<file path="src/verilog/system_clock_defs.vh">
// Constants for the system clock generation block.
// Assumes a 32-bit reset configuration word sampled after reset release.
`ifndef SYSTEM_CLOCK_DEFS_VH
`define SYSTEM_CLOCK_DEFS_VH

// ****************************************
// Reset configuration word low layout
// ****************************************
`define RCW_WIDTH          32
`define RCW_LB_MODE_BIT    0
`define RCW_SPM_LSB        4
`define RCW_SPM_MSB        7
`define RCW_CORE_LSB       8
`define RCW_CORE_MSB       14
`define RCW_CORE_MID_LSB   9
`define RCW_CORE_MID_MSB   12
`define RCW_EPM_LSB        16
`define RCW_EPM_MSB        20
`define RCW_EPD_BIT        24
`define RCW_RESET_VALUE    32'h0000_0000

// ****************************************
// Multiplier decode
// ****************************************
`define SPM_MIN            4'h2
`define SPM_MAX            4'h6
`define CORE_BYPASS_CODE   4'h0

// ****************************************
// Local bus divider field codes
// ****************************************
`define LB_DIV_BY2         2'h1
`define LB_DIV_BY4         2'h2
`define LB_DIV_BY8         2'h3

// ****************************************
// Unit group ratio codes
// ****************************************
`define UNIT_FULL          2'h0
`define UNIT_HALF          2'h1
`define UNIT_THIRD         2'h2
`define UNIT_OFF           2'h3

// Periods in clk_i cycles; clk_i stands for the memory controller clock
`define PER_FULL           3'h2
`define PER_HALF           3'h4
`define PER_THIRD          3'h6

`endif

</file>
<file path="src/verilog/system_clock_generation.v">
// System clock generation: root selection, sync and agent clock outputs,
// system bus, memory, local bus and unit clock waveforms, ratio decode.
// Assumes clk_i runs as the memory controller clock (twice the system bus
// clock) and that clock pin inputs are sampled levels synchronous to clk_i.
//
// How it works
// - Host mode uses the primary input clock pin as root source.
// - Host mode drives undivided or halved root onto sync output.
// - Host mode provides three independent agent clock outputs.
// - After reset every agent clock output is held low.
// - Each agent clock toggles only once its own enable bit is set.
// - All enabled agent clock outputs are phase aligned.
// - Agent mode uses the PCI clock pin; sync and agent outputs unused.
// - System bus ratio is multiplier, doubled when input divide selected.
// - Multipliers come from the low reset word captured on the first edge after reset release.
// - Engine ratio is multiplier over one plus divider, doubled in agent mode with input divide.
// - Memory controller clock is twice bus clock; halved for memory pins.
// - Local bus controller clock is divided to form sync and clock outs.
// - Local bus out is 1/2, 1/4 or 1/8; controller clock 1x or 2x.
// - Security group full, off, half, third; PCI-DMA group off or full.
// - System multiplier codes 2 to 6 are valid, others reserved.
// - Core ratio with middle bits zero bypasses the core PLL.
`timescale 1ns/1ps
`default_nettype none
`include "system_clock_defs.vh"

module system_clock_generation
#(
    parameter AGENT_OUTPUTS = 3,
    parameter LB_OUTPUTS    = 3
)
(
    input  wire                     clk_i,
    input  wire                     reset_i,
    input  wire                     host_mode_select_i,
    input  wire                     input_divide_config_i,
    input  wire                     primary_input_clock_i,
    input  wire                     pci_clock_i,
    input  wire [`RCW_WIDTH-1:0]    reset_config_word_low_i,
    input  wire [AGENT_OUTPUTS-1:0] agent_clock_out_enable_i,
    input  wire [1:0]               local_bus_divider_field_i,
    input  wire [1:0]               security_ratio_i,
    input  wire                     pci_dma_clock_on_i,
    output reg                      sync_output_o,
    output wire [AGENT_OUTPUTS-1:0] agent_clock_o,
    output reg                      system_bus_clock_o,
    output reg                      memory_bus_clock_out_o,
    output reg                      memory_bus_clock_out_n_o,
    output reg                      local_bus_sync_output_o,
    output reg  [LB_OUTPUTS-1:0]    local_bus_clock_outputs_o,
    output wire                     security_group_clock_o,
    output wire                     pci_dma_group_clock_o,
    output reg  [3:0]               system_multiplier_o,
    output reg                      multiplier_reserved_o,
    output reg  [4:0]               system_bus_ratio_o,
    output reg  [6:0]               core_ratio_select_o,
    output reg                      core_pll_bypass_o,
    output reg  [6:0]               engine_ratio_num_o,
    output reg  [1:0]               engine_ratio_den_o,
    output reg                      config_captured_o
);

    // ****************************************
    // Reset word capture
    // ****************************************
    // The word is taken on the first edge after release, never under reset
    reg [`RCW_WIDTH-1:0] reset_config_word;

    always @(posedge clk_i or posedge reset_i)
    begin
        if (reset_i)
        begin
            reset_config_word <= `RCW_RESET_VALUE;
            config_captured_o <= 1'b0;
        end
        else if (!config_captured_o)
        begin
            reset_config_word <= reset_config_word_low_i;
            config_captured_o <= 1'b1;
        end
    end

    wire [3:0] spm_field  = reset_config_word[`RCW_SPM_MSB:`RCW_SPM_LSB];
    wire [6:0] core_field = reset_config_word[`RCW_CORE_MSB:`RCW_CORE_LSB];
    wire [3:0] core_mid   =
        reset_config_word[`RCW_CORE_MID_MSB:`RCW_CORE_MID_LSB];
    wire [4:0] epm_field  = reset_config_word[`RCW_EPM_MSB:`RCW_EPM_LSB];
    wire       epd_field  = reset_config_word[`RCW_EPD_BIT];
    wire       lb_mode    = reset_config_word[`RCW_LB_MODE_BIT];

    // ****************************************
    // Ratio decode
    // ****************************************
    reg        next_reserved;
    reg  [3:0] next_mult;
    reg  [4:0] next_bus_ratio;
    reg  [6:0] next_eng_num;

    always @*
    begin
        next_reserved = (spm_field < `SPM_MIN) || (spm_field > `SPM_MAX);
        next_mult = next_reserved ? 4'h0 : spm_field;
        // Bus ratio against the sync input; input divide doubles it
        if (input_divide_config_i)
            next_bus_ratio = {next_mult, 1'b0};
        else
            next_bus_ratio = {1'b0, next_mult};
        // Doubling applies only when the PCI clock pin is the root
        if (!host_mode_select_i && input_divide_config_i)
            next_eng_num = {1'b0, epm_field, 1'b0};
        else
            next_eng_num = {2'h0, epm_field};
    end

    always @(posedge clk_i or posedge reset_i)
    begin
        if (reset_i)
        begin
            system_multiplier_o   <= 4'h0;
            multiplier_reserved_o <= 1'b0;
            system_bus_ratio_o    <= 5'h00;
            core_ratio_select_o   <= 7'h00;
            core_pll_bypass_o     <= 1'b0;
            engine_ratio_num_o    <= 7'h00;
            engine_ratio_den_o    <= 2'h0;
        end
        else
        begin
            system_multiplier_o   <= next_mult;
            multiplier_reserved_o <= next_reserved;
            system_bus_ratio_o    <= next_bus_ratio;
            core_ratio_select_o   <= core_field;
            core_pll_bypass_o     <=
                (core_mid == `CORE_BYPASS_CODE);
            engine_ratio_num_o    <= next_eng_num;
            engine_ratio_den_o    <= {1'b0, epd_field} + 2'h1;
        end
    end

    // ****************************************
    // Root clock, halving stage and sync output
    // ****************************************
    reg  root_prev;
    reg  root_half;
    wire root_level = host_mode_select_i ? primary_input_clock_i
                                         : pci_clock_i;
    wire root_rise  = root_level & ~root_prev;
    wire next_half  = root_rise ? ~root_half : root_half;
    // Agent mode parks the sync and agent clock sources low
    wire next_agent_src = host_mode_select_i &
        (input_divide_config_i ? next_half : root_level);

    always @(posedge clk_i or posedge reset_i)
    begin
        if (reset_i)
        begin
            root_prev     <= 1'b0;
            root_half     <= 1'b0;
            sync_output_o <= 1'b0;
        end
        else
        begin
            root_prev     <= root_level;
            root_half     <= next_half;
            sync_output_o <= next_agent_src;
        end
    end

    // ****************************************
    // Agent clock outputs
    // ****************************************
    // One shared source value keeps every output on the same edge
    genvar g;
    generate
        for (g = 0; g < AGENT_OUTPUTS; g = g + 1)
        begin : agent_out
            clock_gate_cell u_gate
            (
                .clk_i        (clk_i),
                .reset_i      (reset_i),
                .src_next_i   (next_agent_src),
                .enable_req_i (agent_clock_out_enable_i[g]),
                .gated_o      (agent_clock_o[g])
            );
        end
    endgenerate

    // ****************************************
    // System bus and memory clocks
    // ****************************************
    // clk_i is the memory controller clock, so the bus clock is clk_i / 2
    reg bus_phase;

    always @(posedge clk_i or posedge reset_i)
    begin
        if (reset_i)
        begin
            bus_phase                <= 1'b0;
            system_bus_clock_o       <= 1'b0;
            memory_bus_clock_out_o   <= 1'b0;
            memory_bus_clock_out_n_o <= 1'b1;
        end
        else
        begin
            bus_phase                <= ~bus_phase;
            system_bus_clock_o       <= ~bus_phase;
            memory_bus_clock_out_o   <= ~bus_phase;
            memory_bus_clock_out_n_o <= bus_phase;
        end
    end

    // ****************************************
    // Local bus clocks
    // ****************************************
    // Controller clock ticks every clk_i in 2x mode, every other in 1x
    reg  [2:0] lb_count;
    reg        lb_out_bit;
    wire       lb_tick = lb_mode | bus_phase;
    wire [2:0] next_lb_count = lb_tick ? lb_count + 3'h1 : lb_count;

    always @*
    begin
        case (local_bus_divider_field_i)
            `LB_DIV_BY4: lb_out_bit = next_lb_count[1];
            `LB_DIV_BY8: lb_out_bit = next_lb_count[2];
            default:     lb_out_bit = next_lb_count[0];
        endcase
    end

    always @(posedge clk_i or posedge reset_i)
    begin
        if (reset_i)
        begin
            lb_count                  <= 3'h0;
            local_bus_sync_output_o   <= 1'b0;
            local_bus_clock_outputs_o <= {LB_OUTPUTS{1'b0}};
        end
        else
        begin
            lb_count                  <= next_lb_count;
            local_bus_sync_output_o   <= lb_out_bit;
            local_bus_clock_outputs_o <= {LB_OUTPUTS{lb_out_bit}};
        end
    end

    // ****************************************
    // Unit group clocks
    // ****************************************
    // A new ratio is taken only at the end of a period, while the wave is low
    reg  [1:0] unit_ratio;
    reg  [2:0] unit_count;
    reg  [2:0] unit_period;
    wire [2:0] next_unit_count;
    wire       unit_wrap = (unit_count == unit_period - 3'h1);

    always @*
    begin
        case (unit_ratio)
            `UNIT_HALF:  unit_period = `PER_HALF;
            `UNIT_THIRD: unit_period = `PER_THIRD;
            default:     unit_period = `PER_FULL;
        endcase
    end

    assign next_unit_count = unit_wrap ? 3'h0 : unit_count + 3'h1;
    wire next_unit_wave = (next_unit_count < {1'b0, unit_period[2:1]});

    always @(posedge clk_i or posedge reset_i)
    begin
        if (reset_i)
        begin
            unit_ratio <= `UNIT_FULL;
            unit_count <= 3'h0;
        end
        else
        begin
            unit_count <= next_unit_count;
            if (unit_wrap)
                unit_ratio <= security_ratio_i;
        end
    end

    clock_gate_cell u_security_gate
    (
        .clk_i        (clk_i),
        .reset_i      (reset_i),
        .src_next_i   (next_unit_wave),
        .enable_req_i (security_ratio_i != `UNIT_OFF),
        .gated_o      (security_group_clock_o)
    );

    // Off or full system bus clock only
    clock_gate_cell u_pci_dma_gate
    (
        .clk_i        (clk_i),
        .reset_i      (reset_i),
        .src_next_i   (~bus_phase),
        .enable_req_i (pci_dma_clock_on_i),
        .gated_o      (pci_dma_group_clock_o)
    );

endmodule // system_clock_generation

`default_nettype wire

</file>
<file path="src/verilog/clock_gate_cell.v">
// One glitch-free gated clock output.
// Assumes src_next is the source waveform's next value, shared by siblings.
`timescale 1ns/1ps
`default_nettype none

module clock_gate_cell
(
    input  wire clk_i,
    input  wire reset_i,
    input  wire src_next_i,
    input  wire enable_req_i,
    output reg  gated_o
);

    reg enabled;

    // Enable only changes while the source sits low, so no runt pulse
    always @(posedge clk_i or posedge reset_i)
    begin
        if (reset_i)
        begin
            enabled <= 1'b0;
            gated_o <= 1'b0;
        end
        else
        begin
            if (!src_next_i)
                enabled <= enable_req_i;
            gated_o <= src_next_i & enabled;
        end
    end

endmodule // clock_gate_cell

`default_nettype wire

</file>
<file path="config.mk">
export PLATFORM = sky130hd
export DESIGN_NAME = system_clock_generation
export DESIGN_NICKNAME = d
export VERILOG_FILES = /design/src/verilog/system_clock_generation.v /design/src/verilog/clock_gate_cell.v
export VERILOG_INCLUDE_DIRS = /design/src /design/src/verilog
export SDC_FILE = /design/constraint.sdc
export NUM_CORES = 1
export LEC_CHECK = 0
export BUFFER_PORTS_ARGS = -buffer_cell sky130_fd_sc_hd__buf_4
export CAP_MARGIN = 20
export CORE_AREA = 2 2 78 80
export DETAILED_ROUTE_END_ITERATION = 10
export DIE_AREA = 0 0 80 82
export PLACE_DENSITY_LB_ADDON = 0.08
export SKIP_LAST_GASP = 1
export SLEW_MARGIN = 20
export SYNTH_ARGS = -nofsm -noshare
export SYNTH_HDL_FRONTEND = slang
export SYNTH_SLANG_ARGS = --single-unit
export TNS_END_PERCENT = 1
</file>
<file path="constraint.sdc">
create_clock -name clk_i -period 2.56 [get_ports clk_i]
set_input_delay 0.512 -clock clk_i [delete_from_list [all_inputs] [get_ports clk_i]]
set_output_delay 0.512 -clock clk_i [all_outputs]
set_load 0.03 [all_outputs]
</file>
# == Word-level counts from Yosys, hierarchy flattened ==
# Cells that the tools add are included.
# totals
regBits,78
in_bits,46
output_inout_bits,41
word_cells,67
# classes
addsub,4
order_cmp,3
eq_ne,6
mux,10
bitwise,11
reduce_logical,4
# op_table
operator,count
AND 1 bit,7
"adder 3 x 1 -> 3 bit, second input constant",2
"== test 2 bit, second input constant",3
2-to-1 mux 3 bit,2
2-to-1 mux 6 bit,1
one-hot mux 3 bit (2 select lines),1
2-to-1 mux 5 bit,1
"> comparator 4 x 3 -> 1 bit, second input constant",1
logical NOT 4 bit,1
"< comparator 4 x 2 -> 1 bit, second input constant",1
2-to-1 mux 4 bit,1
== test 3 bit,1
< comparator 3 x 2 -> 1 bit,1
2-to-1 mux 1 bit,3
inverter 1 bit,3
"subtractor 3 x 1 -> 3 bit, second input constant",1
"adder 1 x 1 -> 2 bit, second input constant",1
"== test 2 x 1 -> 1 bit, second input constant",1
"!= test 2 bit, second input constant",1
one-hot mux 1 bit (2 select lines),1
logical AND 1 bit,1
logical NOT 1 bit,1
logical OR 1 bit,1
bitwise OR 1 bit,1

# == Depth between registers and ports, before layout ==
# logic_depth
depth_word,7
depth_mapped,10
mapped_depth_nobuf,10

# == Cells and area by module ==
# Synthesis repeated with hierarchy kept, for this count alone.
# hier_totals
hier_cells,173
area_unflattened_um2,2593.7
# by_module_without_submodules
module,n_inst,cells_each,area_each_um2,seq_area_each_um2
system_clock_generation,1,148,2212.1,1477.7
clock_gate_cell,5,5,76.3,50.0

# == Worst setup path before layout ==
# OpenSTA, ideal clock, no wires.
# synth_path
kind,register -> register
from,register unit_ratio[0]
to,register u_security_gate.enabled
arrival_time_ps,1944
required_time_ps,2435
slack_ps,491
stages_incl_launch_ff,10
n_path_buf,0
period_less_slack_ps,2069
cell_sequence,dfrtp_1 -> ha_1 -> xor2_1 -> nor2_1 -> nand2_1 -> and2_1 -> ha_1 -> o21ai_0 -> o2111ai_1 -> mux2_2
# synth_via
elab_chain_cells,6
word_cells_on_any_way,7
classes_between,add/sub: 1; order compare: 1; eq/ne: 3; mux: 2
# synth_rtl
element,line,rtl
start: declaration,system_clock_generation.v:250,reg [1:0] unit_ratio;
start signal: assignment,system_clock_generation.v:272,unit_ratio <= `UNIT_FULL;
start signal: assignment,system_clock_generation.v:279,unit_ratio <= security_ratio_i;
== test 2 bit / == test 2 x 1 -> 1 bit (equally long branches),system_clock_generation.v:258,case (unit_ratio)
one-hot mux 3 bit (2 select lines) (*),system_clock_generation.v:258,
subtractor 3 x 1 -> 3 bit (*),system_clock_generation.v:254,wire unit_wrap = (unit_count == unit_period - 3'h1);
== test 3 bit (*),system_clock_generation.v:254,
2-to-1 mux 3 bit (*),system_clock_generation.v:265,assign next_unit_count = unit_wrap ? 3'h0 : unit_count + 3'h1;
via next_unit_count[1],system_clock_generation.v:253,wire [2:0] next_unit_count;
< comparator 3 x 2 -> 1 bit (*),system_clock_generation.v:266,"wire next_unit_wave = (next_unit_count < {1'b0, unit_period[2:1]});"
end signal: assignment,clock_gate_cell.v:28,enabled <= enable_req_i;
end: declaration,clock_gate_cell.v:15,reg enabled;
# The timed path passes the listed nets; every way through them passes the cells marked *.
# A chain may end at the register's enable or synchronous reset.

# == Worst setup path after layout ==
# layout_path
from,register unit_ratio[1]
to,register u_security_gate.enabled
# Same word-level chain as after synthesis.

==> flow_summary.yaml <==
cells_and_area:
  fin_util: 0.599
  syn2layout_area_growth_pct: 33.2
  drive_above_1_share: 0.504
  stdcell_count: 329
  fin_area_sq_mm: 0.00344
  final_nets: 300
  nFillCells: 490
  n_antenna_cell: 0
placement:
  gp_congestion: 0.782
  place_ws_ns: 0.294
  dp.cells: 313
  dpl_cell_area_sq_mm: 0.00317
  dp_hpwl_um: 3170
  port_buffers: 71
worst_setup_path:
  worstPathArrival_ns: 2.51
  path_class: "reg -> reg"
  start_kind: "register"
  cp-startpoint: "unit_ratio[1]$_DFFE_PP0N_"
  critical_path_required_ns: 2.78
  crit_path_end: "u_security_gate.enabled$_DFFE_PP0P_"
  r2r_slack_ns: 0.27
  r2r_start: "unit_ratio[1]$_DFFE_PP0N_"
  ff2ff_path_depth: 10
  r2r-end: "u_security_gate.enabled$_DFFE_PP0P_"
  cp_max_fo: 3
  end_kind: "register"
global_routing:
  globalRouteTotalUtil: 0.143
  grt_max_degree: 42
  grt_pass1_vias: 1510
  grt_first_pass_wirelength_um: 6840
  grt_antenna_before_repair: 0
  grt_overflow: 0
synthesis:
  avgSynthCellArea_sq_um: 14.8
  yosysSeqAreaShare: 0.669
  netlist_instances: 174
  ys_warn_count: 0
  post-synth-top-area-cell: "dfrtp_1"
  synth_cell_types: 30
  synth_area_sq_mm: 0.00258
  synth_top_cell_area_share: 0.659
  netlist_top_cells_area: "dfrtp_1 66%, mux2_2 14%, ha_1 2.4%"
  synth_seq_cells: 69
clock_tree:
  postCtsSetupRepairBufs: 0
  htreeDepth: 3
  cts_tree: "built"
  cts_max_path_buffers: 2
  postCtsHoldBufs: 0
  cts.clk_slew.worst_paths_ns: 0.07
  ctsResizeCount: 0
  cts_sinks: 69
  numCtsBuffers: 9
  clk_latency_ns: 0.33
  cts_root_buf: "clkbuf_8"
route:
  vias: 1503
  drc: 0
  drt-total-wl_um: 4280
  first_pass_iters: 4
  ant_nets: 0
  via_per_inst: 4.57
  drt-wirelength-per-cell_um: 13.0
  first_iter_violations: 27
sta:
  fin_crit_ns: 2.29
  slew_violations: 0
  finClkSkew_ns: 0.00374
  setup_ws_ns: 0.268
  setup_tns_ns: 0
  post-route-period-util: 0.895
  hold_viol: 0
  tightestPinTransition_ns: 0.617
  rsz0062_at_grt: "false"
  relSlewSlack: 0.588
  setup_viol_count_final: 0
  fmax_mhz: 436
floorplan:
  dieArea_sq_mm: 0.00656
  start_util: 0.450
  io_pins: 87
  row_count: 28
  die_x_um: 80
  die_h_um: 82
  core-area_sq_mm: 0.00575
min_path:
  min_path_type: "in -> async"
power_and_ir_drop:
  power.density_mw_per_mm2: 1000
  ir_drop_mv: 0.478
  leakage_nw: 1.67
flow_run:
  drv_cap: 0
outcome:
  status: "completed"
[cells by family after synthesis]
group | after synthesis | share of synthesized area
AO/OA/AOI/OAI | 10 | 0.0271
other | 2 | 0.00291
flip-flops | 69 | 0.669
XOR/XNOR | 7 | 0.0237
AND/OR/NAND/NOR | 27 | 0.0600
multiplexers | 34 | 0.151
adder cells (fa/ha/maj) | 5 | 0.0242
buffers and inverters | 20 | 0.0421
[report_power, final]
part	switching, W	internal [W]	total [W]
Combinational	0.000479	0.000444	0.000923
Clock	0.000384	0.000772	0.00116
Sequential	0.000103	0.00127	0.00137
Total	0.000966	0.00248	0.00345
[through the flow]
stage	total power (W)	hold WS, ns
floorplan	0.00207	0.349
global placement	0.00230	0.354
detailed placement	0.00233	0.364
CTS	0.00350	0.271
global route	0.00365	0.293
finish	0.00345	0.257
[per-layer routing]
layer / routed length (um) / vias up / GRT usage
met5: 0 / - / 0
met3: 252 / 10 / 0.0440
met1: 1670 / 733 / 0.159
li1: - / 719 / -
met2: 2220 / 41 / 0.237
met4: 130 / 0 / 0.0966
[worst min path at each step]
stage	startpoint	endpoint	slack (ns)
floorplan	reset_config_word[8]$_DFFE_PP0N_	core_ratio_select_o[0]$_DFF_PP0_	0.35
global placement	reset_config_word[14]$_DFFE_PP0N_	core_ratio_select_o[6]$_DFF_PP0_	0.35
detailed placement	reset_config_word[8]$_DFFE_PP0N_	core_ratio_select_o[0]$_DFF_PP0_	0.36
CTS	reset_i	sync_output_o$_DFF_PP0_	0.27
global route	reset_i	sync_output_o$_DFF_PP0_	0.29
finish	reset_i	sync_output_o$_DFF_PP0_	0.26
[worst max-delay path, cell delays in order, from the launching register on]
cell       delay, ns
dfrtp_1         0.38
inv_1           0.05
ha_1            0.20
xor2_1          0.18
nor2_1          0.17
nand2_1         0.15
and2_1          0.20
ha_1            0.27
o21ai_0         0.08
o2111ai_1       0.13
mux2_2          0.36
[synth_stat cells, drive strengths merged]
| master | number |
|---|---|
| a211o | 1 |
| a21o | 1 |
| a21oi | 1 |
| a31oi | 1 |
| a32oi | 1 |
| and2 | 7 |
| and2b | 1 |
| buf | 11 |
| conb | 2 |
| dfrtp | 68 |
| dfstp | 1 |
| ha | 5 |
| inv | 9 |
| mux2 | 34 |
| nand2 | 3 |
| nand2b | 2 |
| nor2 | 5 |
| nor2b | 4 |
| nor3 | 1 |
| nor3b | 2 |
| nor4 | 1 |
| o2111ai | 1 |
| o21ai | 3 |
| o2bb2ai | 1 |
| or3 | 1 |
| xnor2 | 6 |
| xor2 | 1 |
[placed cells by master, fill, tap and decap left out, types with 2 or more instances in the layout]
| master | n |
|---|---|
| clkbuf_8 | 10 |
| mux2_4 | 2 |
| inv_1 | 8 |
| nor2b_1 | 4 |
| ha_1 | 5 |
| mux2_2 | 32 |
| buf_4 | 72 |
| nand2_1 | 3 |
| bufinv_16 | 4 |
| conb_1 | 4 |
| nor2_1 | 4 |
| and2_1 | 7 |
| nor3b_1 | 2 |
| xnor2_1 | 6 |
| nand2b_1 | 2 |
| dfrtp_1 | 68 |
| o21ai_0 | 3 |
[final cells by class]
cell class / count / area [sq um] / area share
tap: 75 / 93.8 / 0.0273
inverter: 9 / 33.8 / 0.00981
timing repair buffer: 73 / 561 / 0.163
sequential: 69 / 1730 / 0.502
multi-input combinational: 87 / 754 / 0.219
clock inverter: 6 / 134 / 0.0389
clock buffer: 10 / 138 / 0.0400
[flip-flops by register name, indices dropped and copies added, names as in the netlist, 2 cells and up]
| register | count |
|---|---|
| agent_out.u_gate.gated_o | 3 |
| agent_out.u_gate.enabled | 3 |
| engine_ratio_num_o | 6 |
| system_multiplier_o | 4 |
| lb_count | 3 |
| unit_count | 3 |
| core_ratio_select_o | 7 |
| reset_config_word | 18 |
| system_bus_ratio_o | 5 |
| unit_ratio | 2 |
| engine_ratio_den_o | 2 |
No activity file was read; power rests on OpenSTA's default activity.
